## config.mk

```make
export PLATFORM = sky130hd
export DESIGN_NAME = dbs_sequencer
export DESIGN_NICKNAME = d
export VERILOG_FILES = /design/src/pkg/dbs_pkg.sv /design/src/design/dbs_sequencer.sv
export SDC_FILE = /design/constraint.sdc
export NUM_CORES = 1
export LEC_CHECK = 0
export BUFFER_PORTS_ARGS = -buffer_cell sky130_fd_sc_hd__clkbuf_2
export CAP_MARGIN = 40
export CORE_AREA = 2 2 141 177
export CTS_BUF_LIST = sky130_fd_sc_hd__clkbuf_4 sky130_fd_sc_hd__clkbuf_8 sky130_fd_sc_hd__clkbuf_16
export CTS_CLUSTER_DIAMETER = 200
export DETAILED_ROUTE_END_ITERATION = 7
export DIE_AREA = 0 0 143 179
export PLACE_DENSITY = 0.8
export SLEW_MARGIN = 25
export SYNTH_ARGS = -nofsm -noshare
export SYNTH_HDL_FRONTEND = slang
export SYNTH_SLANG_ARGS = --single-unit
```

## constraint.sdc

```tcl
create_clock -name clk_i -period 16.3 [get_ports clk_i]
set_clock_uncertainty 0.05 [all_clocks]
set_input_delay 2.445 -clock clk_i [delete_from_list [all_inputs] [get_ports clk_i]]
set_output_delay 2.445 -clock clk_i [all_outputs]
set_load 0.05 [all_outputs]
```

## src/pkg/dbs_pkg.sv

```systemverilog
/*
  Shared constants and types of the DC braking sequencer.
  Assumes one 125 MHz clock and a 32-bit Avalon-MM register bus.
*/
package dbs_pkg;
  // ----------------------------------------
  // Timing
  // ----------------------------------------
  localparam int CLK_PERIOD_NS = 8;           // 125 MHz
  localparam int TICK_NS       = 100_000_000; // 0.1 s time base
  localparam int TICK_CYCLES   = TICK_NS / CLK_PERIOD_NS;

  // ----------------------------------------
  // Register byte offsets
  // ----------------------------------------
  localparam logic [5:0] OFS_CTRL   = 6'h00; // mode, trigger, terminal fn
  localparam logic [5:0] OFS_BFREQ  = 6'h04; // start frequency, 0.01 Hz
  localparam logic [5:0] OFS_WAIT   = 6'h08; // wait time, 0.1 s
  localparam logic [5:0] OFS_FORCE  = 6'h0c; // stop [7:0], start [15:8]
  localparam logic [5:0] OFS_SDUR   = 6'h10; // stop duration, 0.1 s
  localparam logic [5:0] OFS_TDUR   = 6'h14; // start duration, 0.1 s
  localparam logic [5:0] OFS_CARR   = 6'h18; // carrier, 0.1 kHz
  localparam logic [5:0] OFS_STAT   = 6'h1c; // read-only status

  // ----------------------------------------
  // Field limits and codes
  // ----------------------------------------
  localparam logic [1:0]  EN_OFF     = 2'h0;   // internal braking off
  localparam logic [1:0]  EN_AUTO    = 2'h1;   // start and stop braking
  localparam logic [1:0]  EN_FREQ    = 2'h2;   // frequency-triggered
  localparam logic [7:0]  FN_BRAKE   = 8'h07;  // terminal function code
  localparam logic [15:0] FREQ_MAX   = 16'h9c40; // 400.00 Hz
  localparam logic [15:0] FREQ_HYST  = 16'h00c8; // 2.00 Hz
  localparam logic [9:0]  WAIT_MAX   = 10'h032;  // 5.0 s
  localparam logic [9:0]  DUR_MAX    = 10'h258;  // 60.0 s
  localparam logic [7:0]  FORCE_MAX  = 8'h46;    // 70 = rated current
  localparam logic [7:0]  PCT_FULL   = 8'h64;    // 100 percent
  localparam logic [7:0]  CARR_MIN   = 8'h05;    // 0.5 kHz
  localparam logic [7:0]  CARR_MAX   = 8'h78;    // 12.0 kHz
  localparam logic [7:0]  CARR_DERATE = 8'h1e;   // 3.0 kHz

  // ----------------------------------------
  // Types
  // ----------------------------------------
  typedef enum logic [1:0] {
    DBS_IDLE  = 2'b00,  // output off, stopped
    DBS_RUN   = 2'b01,  // normal output
    DBS_WAIT  = 2'b10,  // output cut, motor coasts
    DBS_BRAKE = 2'b11   // DC braking current
  } dbs_state_t;

  typedef struct packed {
    logic [1:0]  en_sel;      // internal brake enable select
    logic        level;       // trigger detect: 0 edge, 1 level
    logic [7:0]  term_fn;     // input terminal function select
    logic [15:0] bfreq;       // brake start frequency
    logic [9:0]  wait_t;      // brake wait time
    logic [7:0]  stop_force;  // stop brake force
    logic [7:0]  start_force; // start brake force
    logic [9:0]  stop_dur;    // stop brake duration
    logic [9:0]  start_dur;   // start brake duration
    logic [7:0]  carrier;     // brake carrier frequency
  } dbs_cfg_t;
endpackage

```

## src/design/dbs_sequencer.sv

```systemverilog
/*
  DC braking sequencer: decides when the drive stops normal output,
  coasts, and injects DC braking current, with its registers on an
  Avalon-MM slave. Assumes the run and brake-request pins are
  asynchronous and the frequency words come from logic on clk_i.
*/
// The register addresses and register access over Avalon-MM are this design's own decisions.
// Operation
// - Enable select: off, auto, frequency-triggered
// - Brake when output reaches start frequency
// - Coast for wait time before braking
// - Force zero gives zero, max gives rated
// - Stop duration times edge and internal braking
// - Trigger select: edge or level
// - Start braking for start duration on run
// - Own braking carrier, derate at 3 kHz
// - Function 07 input brakes, stop force
// - Start settings apply in both modes
// - Stop: cut output, wait, then brake
// - Edge mode brakes for full duration
// - Level mode: run ends braking immediately
// - Frequency mode ignores input and auto braking
// - Frequency mode brakes only while running
// - Brake when command and output below start
// - Release at start frequency plus 2 Hz
// - Run with zero command starts braking
// - Run above start frequency starts normally
// - Release path follows edge or level setting; braking begun at run releases at once
module dbs_sequencer #(
  parameter int TICK_COUNT = dbs_pkg::TICK_CYCLES  // cycles per 0.1 s
) (
  // Clock and reset
  input  wire logic        clk_i,
  input  wire logic        sys_rst_i,
  // Avalon-MM slave
  input  wire logic [5:0]  avs_address_i,
  input  wire logic        avs_read_i,
  input  wire logic        avs_write_i,
  input  wire logic [31:0] avs_writedata_i,
  input  wire logic [3:0]  avs_byteenable_i,
  output logic      [31:0] avs_readdata_o,
  output logic             avs_waitrequest_o,
  // Pins and drive words
  input  wire logic        run_cmd_i,       // forward run command
  input  wire logic        brake_req_i,     // brake request input
  input  wire logic [15:0] cmd_freq_i,      // commanded, 0.01 Hz
  input  wire logic [15:0] out_freq_i,      // output, 0.01 Hz
  // Output stage
  output logic             drive_on_o,      // normal output enabled
  output logic             brake_on_o,      // DC braking current on
  output logic [7:0]       brake_pct_o,     // braking current, % rated
  output logic [7:0]       brake_carrier_o, // carrier, 0.1 kHz
  output logic             carrier_derate_o // reduced braking power
);
  import dbs_pkg::*;

  // ----------------------------------------
  // Declarations
  // ----------------------------------------
  dbs_cfg_t    cfg_r;          // settings written by software
  dbs_state_t  st_r;           // sequencer state
  dbs_state_t  st_nxt;
  logic [1:0]  run_sync_r;     // run pin synchroniser
  logic [1:0]  req_sync_r;     // brake pin synchroniser
  logic        run_q_r;        // run, delayed for edges
  logic        req_q_r;        // brake input, delayed
  logic [31:0] tick_cnt_r;     // 0.1 s prescaler
  logic        tick;           // one-cycle 0.1 s strobe
  logic [9:0]  tmr_r;          // remaining 0.1 s units
  logic [9:0]  tmr_nxt;
  logic        tmr_load;       // restart timer this cycle
  logic        use_start_r;    // braking with start settings
  logic        use_start_nxt;
  logic        timed_r;        // braking ends on timer
  logic        timed_nxt;
  logic        ext_r;          // braking requested by input
  logic        ext_nxt;

  // ----------------------------------------
  // Functions
  // ----------------------------------------
  // Merge write data into a field under byte enables
  function automatic logic [31:0] be_merge(input logic [31:0] old,
                                           input logic [31:0] wd,
                                           input logic [3:0] be);
    logic [31:0] res;
    res = old;
    for (int i = 0; i < 4; i++) begin
      if (be[i]) begin
        res[i*8 +: 8] = wd[i*8 +: 8];
      end
    end
    return res;
  endfunction

  // Limit a 0.1 s setting to its range
  function automatic logic [9:0] lim10(input logic [9:0] v,
                                       input logic [9:0] mx);
    return (v > mx) ? mx : v;
  endfunction

  // ----------------------------------------
  // Pin synchronisers
  // ----------------------------------------
  // Two flops each; only the second stage is read
  always_ff @(posedge clk_i) begin
    if (sys_rst_i) begin
      run_sync_r <= 2'h0;
      req_sync_r <= 2'h0;
      run_q_r    <= 1'b0;
      req_q_r    <= 1'b0;
    end else begin
      run_sync_r <= {run_sync_r[0], run_cmd_i};
      req_sync_r <= {req_sync_r[0], brake_req_i};
      run_q_r    <= run_sync_r[1];
      req_q_r    <= req_sync_r[1];
    end
  end

  // ----------------------------------------
  // Decoded conditions
  // ----------------------------------------
  logic        run;        // synchronised run command
  logic        run_rise;   // run just asserted
  logic        ext_en;     // input terminal brakes the motor
  logic        req;        // synchronised brake request
  logic        req_rise;   // brake request edge
  logic        low_out;    // output at or below start frequency
  logic        low_cmd;    // command at or below start frequency
  logic        cmd_high;   // command at release threshold
  logic [16:0] rel_freq;   // start frequency plus hysteresis

  assign run      = run_sync_r[1];
  assign run_rise = run && !run_q_r;
  assign req      = req_sync_r[1];
  assign req_rise = req && !req_q_r;
  // Terminal brakes in any mode but frequency-triggered
  assign ext_en   = (cfg_r.term_fn == FN_BRAKE) &&
                    (cfg_r.en_sel != EN_FREQ);
  // Comparisons in 0.01 Hz units
  assign low_out  = out_freq_i <= cfg_r.bfreq;
  assign low_cmd  = cmd_freq_i <= cfg_r.bfreq;
  assign rel_freq = {1'b0, cfg_r.bfreq} + {1'b0, FREQ_HYST};
  assign cmd_high = {1'b0, cmd_freq_i} >= rel_freq;

  // ----------------------------------------
  // 0.1 s time base
  // ----------------------------------------
  // Restarted with each timer load so a wait is never short
  always_ff @(posedge clk_i) begin
    if (sys_rst_i || tmr_load) begin
      tick_cnt_r <= 32'h0;
    end else if (tick) begin
      tick_cnt_r <= 32'h0;
    end else begin
      tick_cnt_r <= tick_cnt_r + 32'h1;
    end
  end
  assign tick = tick_cnt_r == 32'(TICK_COUNT - 1);

  // ----------------------------------------
  // Sequencer next state
  // ----------------------------------------
  always_comb begin
    st_nxt         = st_r;
    tmr_load       = 1'b0;
    tmr_nxt        = tmr_r;
    use_start_nxt  = use_start_r;
    timed_nxt      = timed_r;
    ext_nxt        = ext_r;
    unique case (st_r)
      DBS_IDLE: begin
        if (ext_en && (cfg_r.level ? req : req_rise)) begin
          // Input brake from standstill
          st_nxt    = DBS_WAIT;
          tmr_load  = 1'b1;
          tmr_nxt   = lim10(cfg_r.wait_t, WAIT_MAX);
          use_start_nxt = 1'b0;
          timed_nxt = !cfg_r.level;
          ext_nxt   = 1'b1;
        end else if (run_rise && cfg_r.en_sel == EN_AUTO) begin
          // Start braking, same in edge and level
          st_nxt        = DBS_BRAKE;
          tmr_load      = 1'b1;
          tmr_nxt       = lim10(cfg_r.start_dur, DUR_MAX);
          use_start_nxt = 1'b1;
          timed_nxt     = 1'b1;
          ext_nxt       = 1'b0;
        end else if (run_rise && cfg_r.en_sel == EN_FREQ &&
                     low_cmd && low_out) begin
          // Zero command at start: begin in braking
          st_nxt        = DBS_BRAKE;
          use_start_nxt = 1'b0;
          timed_nxt     = 1'b0;
          ext_nxt       = 1'b0;
        end else if (run_rise) begin
          st_nxt = DBS_RUN;
        end
      end
      DBS_RUN: begin
        if (ext_en && (cfg_r.level ? req : req_rise)) begin
          // Input brake overrides running output
          st_nxt    = DBS_WAIT;
          tmr_load  = 1'b1;
          tmr_nxt   = lim10(cfg_r.wait_t, WAIT_MAX);
          use_start_nxt = 1'b0;
          timed_nxt = !cfg_r.level;
          ext_nxt   = 1'b1;
        end else if (cfg_r.en_sel == EN_AUTO && !run && low_out) begin
          // Stop braking at the start frequency
          st_nxt    = DBS_WAIT;
          tmr_load  = 1'b1;
          tmr_nxt   = lim10(cfg_r.wait_t, WAIT_MAX);
          use_start_nxt = 1'b0;
          timed_nxt = 1'b1;
          ext_nxt   = 1'b0;
        end else if (cfg_r.en_sel == EN_FREQ && run &&
                     low_cmd && low_out) begin
          // Both frequencies low while running
          st_nxt    = DBS_WAIT;
          tmr_load  = 1'b1;
          tmr_nxt   = lim10(cfg_r.wait_t, WAIT_MAX);
          use_start_nxt = 1'b0;
          timed_nxt = !cfg_r.level;
          ext_nxt   = 1'b0;
        end else if (!run && out_freq_i == 16'h0) begin
          st_nxt = DBS_IDLE;  // decelerated to rest
        end
      end
      DBS_WAIT: begin
        if (cfg_r.en_sel == EN_FREQ && !ext_r && !run) begin
          st_nxt = DBS_IDLE;
        end else if (cfg_r.level && ext_r && !req) begin
          st_nxt = run ? DBS_RUN : DBS_IDLE;         // request withdrawn
        end else if (tmr_r == 10'h0) begin
          // Coast over, braking begins
          st_nxt   = DBS_BRAKE;
          tmr_load = 1'b1;
          tmr_nxt  = lim10(cfg_r.stop_dur, DUR_MAX);
        end
      end
      DBS_BRAKE: begin
        if (ext_r && cfg_r.level) begin
          // Level input: brake exactly while held
          if (!req) begin
            st_nxt = run ? DBS_RUN : DBS_IDLE;
          end
        end else if (!ext_r && cfg_r.en_sel == EN_FREQ) begin
          if (!run) begin
            st_nxt = DBS_IDLE;
          end else if (cmd_high && (!timed_r || tmr_r == 10'h0)) begin
            // Edge waits out the duration; level, and braking begun at run, leave at once
            st_nxt = DBS_RUN;
          end
        end else if (!use_start_r && cfg_r.level && run &&
                     !ext_r && run_rise) begin
          // Start command cuts braking short
          st_nxt = DBS_RUN;
        end else if (tmr_r == 10'h0) begin
          // Duration spent; new commands waited out
          st_nxt = (run || use_start_r) ? DBS_RUN : DBS_IDLE;
        end
      end
    endcase
  end

  // ----------------------------------------
  // State register
  // ----------------------------------------
  always_ff @(posedge clk_i) begin
    if (sys_rst_i) begin
      st_r <= DBS_IDLE;
    end else begin
      st_r <= st_nxt;
    end
  end

  // ----------------------------------------
  // Braking kind
  // ----------------------------------------
  always_ff @(posedge clk_i) begin
    if (sys_rst_i) begin
      use_start_r  <= 1'b0;
      timed_r      <= 1'b0;
      ext_r        <= 1'b0;
    end else begin
      use_start_r  <= use_start_nxt;
      timed_r      <= timed_nxt;
      ext_r        <= ext_nxt;
    end
  end

  // ----------------------------------------
  // Duration timer, 0.1 s units
  // ----------------------------------------
  // Holds at zero; zero settings skip the phase at once
  always_ff @(posedge clk_i) begin
    if (sys_rst_i) begin
      tmr_r <= 10'h0;
    end else if (tmr_load) begin
      tmr_r <= tmr_nxt;
    end else if (tick && tmr_r != 10'h0) begin
      tmr_r <= tmr_r - 10'h1;
    end
  end

  // ----------------------------------------
  // Output stage drive
  // ----------------------------------------
  // Force scaled so the top setting is rated current
  logic [7:0]  force_sel;
  logic [15:0] force_pct;
  logic [7:0]  carr_lim;
  assign force_sel = (st_nxt != DBS_BRAKE) ? 8'h0 :
                     (use_start_nxt ? cfg_r.start_force : cfg_r.stop_force);
  assign force_pct = (16'(force_sel) * 16'(PCT_FULL)) / 16'(FORCE_MAX);
  assign carr_lim  = (cfg_r.carrier < CARR_MIN) ? CARR_MIN :
                     (cfg_r.carrier > CARR_MAX) ? CARR_MAX : cfg_r.carrier;

  always_ff @(posedge clk_i) begin
    if (sys_rst_i) begin
      drive_on_o       <= 1'b0;
      brake_on_o       <= 1'b0;
      brake_pct_o      <= 8'h0;
      brake_carrier_o  <= CARR_MIN;
      carrier_derate_o <= 1'b0;
    end else begin
      drive_on_o       <= st_nxt == DBS_RUN;
      brake_on_o       <= st_nxt == DBS_BRAKE;
      brake_pct_o      <= force_pct[7:0];
      brake_carrier_o  <= carr_lim;
      carrier_derate_o <= carr_lim >= CARR_DERATE;
    end
  end

  // ----------------------------------------
  // Avalon-MM slave
  // ----------------------------------------
  // One wait state: data latched on the same edge that waitrequest drops
  logic        acc;        // request seen this cycle
  logic [31:0] rd_val;     // read mux
  assign acc = (avs_read_i || avs_write_i) && avs_waitrequest_o;

  always_comb begin
    rd_val = 32'h0;  // unmapped reads return zero
    unique case (avs_address_i)
      OFS_CTRL:  rd_val = {16'h0, cfg_r.term_fn, 5'h0, cfg_r.level,
                           cfg_r.en_sel};
      OFS_BFREQ: rd_val = {16'h0, cfg_r.bfreq};
      OFS_WAIT:  rd_val = {22'h0, cfg_r.wait_t};
      OFS_FORCE: rd_val = {16'h0, cfg_r.start_force, cfg_r.stop_force};
      OFS_SDUR:  rd_val = {22'h0, cfg_r.stop_dur};
      OFS_TDUR:  rd_val = {22'h0, cfg_r.start_dur};
      OFS_CARR:  rd_val = {24'h0, cfg_r.carrier};
      OFS_STAT:  rd_val = {12'h0, brake_pct_o, tmr_r, st_r};
      default:   rd_val = 32'h0;
    endcase
  end

  always_ff @(posedge clk_i) begin
    if (sys_rst_i) begin
      avs_waitrequest_o <= 1'b1;
      avs_readdata_o    <= 32'h0;
    end else if (acc) begin
      avs_waitrequest_o <= 1'b0;
      avs_readdata_o    <= avs_read_i ? rd_val : 32'h0;
    end else begin
      avs_waitrequest_o <= 1'b1;
    end
  end

  // ----------------------------------------
  // Settings registers
  // ----------------------------------------
  // Writes land on the edge where waitrequest is seen low
  logic [31:0] wm;  // merged write word
  always_comb begin
    wm = be_merge(rd_val, avs_writedata_i, avs_byteenable_i);
  end

  always_ff @(posedge clk_i) begin
    if (sys_rst_i) begin
      cfg_r <= '{en_sel: EN_OFF, level: 1'b0, term_fn: 8'h0,
                 bfreq: 16'h0, wait_t: 10'h0, stop_force: 8'h0,
                 start_force: 8'h0, stop_dur: 10'h0, start_dur: 10'h0,
                 carrier: CARR_MIN};
    end else if (avs_write_i && !avs_waitrequest_o) begin
      unique case (avs_address_i)
        OFS_CTRL: begin
          cfg_r.en_sel  <= (wm[1:0] > EN_FREQ) ? EN_OFF : wm[1:0];
          cfg_r.level   <= wm[2];
          cfg_r.term_fn <= wm[15:8];
        end
        OFS_BFREQ: cfg_r.bfreq <= (wm[15:0] > FREQ_MAX) ? FREQ_MAX : wm[15:0];
        OFS_WAIT:  cfg_r.wait_t <= wm[9:0];
        OFS_FORCE: begin
          cfg_r.stop_force  <= (wm[7:0] > FORCE_MAX) ? FORCE_MAX : wm[7:0];
          cfg_r.start_force <= (wm[15:8] > FORCE_MAX) ? FORCE_MAX : wm[15:8];
        end
        OFS_SDUR:  cfg_r.stop_dur <= wm[9:0];
        OFS_TDUR:  cfg_r.start_dur <= wm[9:0];
        OFS_CARR:  cfg_r.carrier <= wm[7:0];
        default:   cfg_r <= cfg_r;  // read-only or unmapped
      endcase
    end
  end
endmodule // dbs_sequencer

```

Yosys cells after proc, flatten, opt, wreduce, memory -nomap -nowiden. Index checks and enable logic that the tools add are counted.

Input bits: 80. Word-level logic and storage cells: 205. Flip-flop bits (word level): 186. Output and inout bits: 52.

Multiply operators: 1. Reductions and logical operators: 56. Order comparisons: 13. Muxes and demuxes: 78. Add/subtract/negate cells: 3. Eq/ne operators: 26. Divide/modulo/power cells: 1.

Operator list (number): $pmux W20 S8 (1); $mux W10 (13); $mux W8 (8); $mux W2 (19); $add A32 B1 Y32 const B (1); $eq A32 B24 Y1 const B (1); $le A16 B16 Y1 (2); $mux W32 (1); $pmux W10 S3 (1); $mux W1 (29); $logic_and A1 B1 Y1 (26); $eq A6 B5 Y1 const B (4); $gt A8 B7 Y1 const B (3); $gt A10 B10 Y1 const B (2); $add A16 B8 Y17 const B (1); $ge A16 B17 Y1 (1); $div A15 B7 Y16 const B (1); $gt A16 B16 Y1 const B (1); $logic_not A16 Y1 (1); $mux W16 (1); $reduce_and A2 Y1 (7); $mul A8 B5 Y13 const B (1); $eq A6 B4 Y1 const B (2); $ne A4 B4 Y1 const B (3); other kinds (26) (48).

Logic depth before layout (Yosys ltp).
Word-level depth: 13. Gate-level depth with buffers: 63. Mapped depth without buffers: 57.

Worst setup path before layout. OpenSTA, ideal clock, no wires.

Path type: input -> register. Start: input port out_freq_i[13]. End: register brake_pct_o[0]. Arrival: 14161 ps. Cell stages on the path: 51. Path slack: 1966 ps. Library setup time: 123 ps. Buffers on the path: 3. Required time: 16127 ps. Cell sequence: ha_1 nand4_1 nor4_1 o21ai_0 nand3_1 nand3_1 a21boi_0 a41oi_4 nand2b_1 a21o_1 buf_4 inv_2 clkbuf_1 ha_1 ha_1 inv_1 fa_1 inv_1 (+15 left out) a221oi_2 xnor2_2 o211ai_2 o21ai_2 o211ai_1 or4_1 a21oi_2 a31oi_4 a211o_1 and4_1 nor2_1 a2bb2oi_2 nor2_1 xnor2_1 ha_1 or4_1 a311oi_1 o22ai_1.

Cells in the longest elaborated chain, start to end: 11. Elaborated cells between the ends (all ways): 26. Classes of those cells: mul (1); div (1); order compare (1); eq/ne (1); mux (17); reduce/logical (5).

Ends and longest elaborated chain: start: declaration (RTL line dbs_sequencer.sv:47) `input wire logic [15:0] out_freq_i,`; parallel branches: the longest is 8 deep, another holds $le A16 B16 Y1; $mux W8 * (RTL line dbs_sequencer.sv:314) `assign force_sel = (st_nxt != DBS_BRAKE) ? 8'h0 :`; $mul A8 B5 Y13 * (RTL line dbs_sequencer.sv:316) `assign force_pct = (16'(force_sel) * 16'(PCT_FULL)) / 16'(FORCE_MAX);`; $div A15 B7 Y16 * (RTL line dbs_sequencer.sv:316); end signal: assignment (RTL line dbs_sequencer.sv:330) `brake_pct_o <= force_pct[7:0];`; end: declaration (RTL line dbs_sequencer.sv:51) `output logic [7:0] brake_pct_o,`.

Mark *: on every way between the ends. A chain may end at the register's enable or synchronous reset.

Worst setup path in the final report.
Start: input port out_freq_i[15]. End: register brake_pct_o[0].

Same word-level chain as after synthesis.

==> impl_metrics.csv <==
group,metric,value,unit
run_status,outcome,"finished, violations left",
run_status,violations,"design-rule violations",
timing,setup-tns-final,0,ns
critical_path,rr_worst_depth,52,
critical_path,cp-end-kind,"flop",
clock_network,cts_hold_buffers,0,
routing,wl_per_cell,19.67,um
placed_design,gp_congestion,1.024,
timing,tightest_slew,0.8385,ns
routing,initialDrtViolationCount,1396,
synth,syn_area_per_cell,7.634,sq um
synth,yosysWarnings,0,
routing,vias,15440,
clock_network,cts.sinks,174,
pwr,power.internal,0.7702,mW
grt,grt.total_usage,35.68,%
layout,final-seq-area,0.003483,sq mm
worst_hold_path,worstHoldEndpoint,"req_sync_r[1]",
synth,synth_cells,1881,
synth,synth_edf_count,0,
critical_path,slowest_delay,0.61,ns
layout,drive_gt1_share,16.31,%
critical_path,rr_startpoint,"cfg_r[57]",
grt,grt_pass1_vias,14570,
pwr,p_sw_share,34.87,%
timing,max_freq,0.06492,GHz
layout,syn_to_final_growth,13.16,%
routing,routed_wl,46.53,mm
clock_network,cts_setup_buffers,0,
timing,hold_violations,0,
clock_network,cts_tree,"built",
grt,overflow,0,
layout,layout_common_cells,"300 x nor2_1, 174 x dfxtp_1, 143 x a21oi_1",
layout,fin_area,0.01625,sq mm
routing,post-route-drc-count,9,
die,die_y,179,um
timing,report.final.slew_viol_count,0,
placed_design,portBuffers,101,
critical_path,crit_type,"in2reg",
clock_network,cts.repair.resized,0,
routing,drtPass1Iterations,8,
timing,max_slew_margin,42.50,%
placed_design,hpwl,36.16,mm
pwr,totalPowerFinal,1.183,mW
clock_network,numCtsBuffers,17,
timing,setup_violations,0,
timing,fin_crit_sh,94.50,%
clock_network,h-tree-depth,4,
worst_hold_path,hold_class,"reg2reg",
routing,antenna_left,0,
layout,diodes,0,
pwr,p_leak,6.469,nW
critical_path,cp.arrival,15.65,ns
die,die_w,143,um
placed_design,dp.cells,2332,
critical_path,critPathSlowestCell,"a21boi_0",
layout,nFillCells,2082,
critical_path,crit_family,"simple AND/OR/NAND/NOR gates",
pwr,ir_drop,0.00005245,V
die,rows,64,
grt,antenna_found_initial,0,
grt,grt_max_degree,62,
die,ioPinCount,132,
critical_path,path_common_cell,"buf_4",
pwr,power_switching,0.4125,mW
clock_network,cts_root_buf,"clkbuf_16",
layout,final_cells,2366,
layout,mostFrequentLayoutCell,"nor2_1",
die,initial_utilization,59.57,%
layout,nets,2191,
die,floorplan.core_area,0.02410,sq mm
job,maxCapViolations,0,
pwr,pwr-share-clk,34.1,%
clock_network,clkLatencyLatePin,0.44,ns
worst_hold_path,min_from,"req_sync_r[0]",
critical_path,critPathBufInv,6,
synth,synth-seq-cells,174,
placed_design,place_area,0.01566,sq mm
clock_network,path_clk_slew,0.06,ns
timing,rsz0062_at_grt,"no",
worst_hold_path,hold-path-cell-count,1,
synth,synthArstFlopShare,0,%
critical_path,ff2ff_setup_slack,2.01,ns
pwr,seq_power_share,38.6,%
layout,multiInputGateArea,0.01021,sq mm
clock_network,max-clock-path-buffers,2,
synth,synth_cell_types,127,
synth,ys.flop_type,"dfxtp_1",
timing,min_period,15.40,ns
synth,syn_area,0.01436,sq mm
die,die-area,0.02560,sq mm
grt,grt_pass1_wl,73.13,mm
critical_path,start_kind,"input port",
pwr,comb_power_share,27.2,%
synth,ys_seq_area_share,24.26,%
pwr,powerDensity,72.79,mW/mm^2
critical_path,crit_fanout,10,
critical_path,worstReg2RegEnd,"brake_pct_o[0]",
routing,via_per_inst,6.524,
critical_path,critPathRequiredTime,16.55,ns
-- worst max-delay path by stage --
stage | start | to | slack, ns | cells after the start
3_3_place_gp | out_freq_i[15] | brake_pct_o[0] | 1.0 | 50
2_1_floorplan | out_freq_i[13] | brake_pct_o[0] | 1.97 | 51
3_5_place_dp | out_freq_i[15] | brake_pct_o[0] | 0.66 | 50
4_1_cts | out_freq_i[15] | brake_pct_o[0] | 1.11 | 50
6_report | out_freq_i[15] | brake_pct_o[0] | 0.90 | 50
5_1_grt | out_freq_i[15] | brake_pct_o[0] | 0.008 | 50
-- power by group through the flow --
stage | Combinational, mW | Sequential (mW) | Clock [mW]
2_1_floorplan | 0.240 | 0.464 | 0
3_3_place_gp | 0.302 | 0.465 | 0
3_5_place_dp | 0.314 | 0.465 | 0
4_1_cts | 0.315 | 0.456 | 0.404
5_1_grt | 0.346 | 0.458 | 0.422
6_report | 0.322 | 0.457 | 0.404
-- cell families after synthesis --
logic type	share of synthesized area (%)
flip-flops	24.26
adder cells (fa/ha/maj)	7.895
XOR/XNOR	5.577
other	0.02612
buffers and inverters	5.185
AND/OR/NAND/NOR	26.64
AO/OA/AOI/OAI	27.80
multiplexers	2.623
-- through the flow --
stage	utilization, %	setup WS (ns)	hold slack [ns]
5_1_grt	67.41	0.007969	0.4212
6_report	67.41	0.8966	0.4003
4_1_cts	67.37	1.114	0.4034
3_5_place_dp	64.96	0.6616	0.3854
3_3_place_gp	64.84	0.9968	0.3643
2_1_floorplan	-	1.966	0.3638
-- cell usage after synthesis, types with 19 or more instances --
| cell type | instances | area (sq um) |
|---|---|---|
| o21ai_0 | 69 | 345.3 |
| ha_1 | 85 | 1064 |
| nand2b_1 | 25 | 156.4 |
| buf_4 | 21 | 157.7 |
| a22oi_1 | 66 | 495.5 |
| xor2_1 | 25 | 219.0 |
| nand2_1 | 132 | 495.5 |
| nor2_1 | 300 | 1126 |
| dfxtp_1 | 174 | 3483 |
| inv_1 | 65 | 244.0 |
| clkbuf_1 | 56 | 210.2 |
| xnor2_1 | 62 | 543.0 |
| and3_1 | 28 | 175.2 |
| a21oi_1 | 143 | 715.7 |
| nand4_1 | 19 | 118.9 |
| nor4_1 | 28 | 175.2 |
| nor3_1 | 64 | 320.3 |
| nand3_1 | 75 | 375.4 |
| o211ai_1 | 25 | 187.7 |
| mux2i_1 | 35 | 350.3 |
-- area by class of cell --
cell class,instances,area share (%)
clock inverter,13,0.7855
tap,330,2.541
inverter,67,1.548
clock buffer,19,2.788
multi-input combinational,1556,62.86
sequential,174,21.44
timing repair buffer,207,8.039
-- worst register-to-register path: cells and delay by family, from the launching register on --
| family | cells | cell delay [ns] |
|---|---|---|
| AO/OA/AOI/OAI | 18 | 4.98 |
| buffers and inverters | 4 | 0.71 |
| multiplexers | 1 | 0.29 |
| flip-flops | 1 | 0.50 |
| AND/OR/NAND/NOR | 22 | 5.48 |
| XOR/XNOR | 2 | 0.39 |
| adder cells (fa/ha/maj) | 5 | 1.78 |
-- per-layer routing --
metal / track usage (%) / part of all wire, % / up-vias
li1: - / - / 7238
met4: 22.19 / 6.6 / 0
met2: 63.70 / 50 / 698
met5: 0 / 0 / -
met3: 4.140 / 6.3 / 213
met1: 40.28 / 38 / 7286
-- sequential cells by signal, summed over array words and instances, names as in the netlist, 2 cells and up --
name             flops
brake_carrier_o      8
run_sync_r           2
cfg_r               81
avs_readdata_o      20
tick_cnt_r          32
req_sync_r           2
st_r                 2
brake_pct_o          8
tmr_r               10
Power figures use the tool's default switching activity.
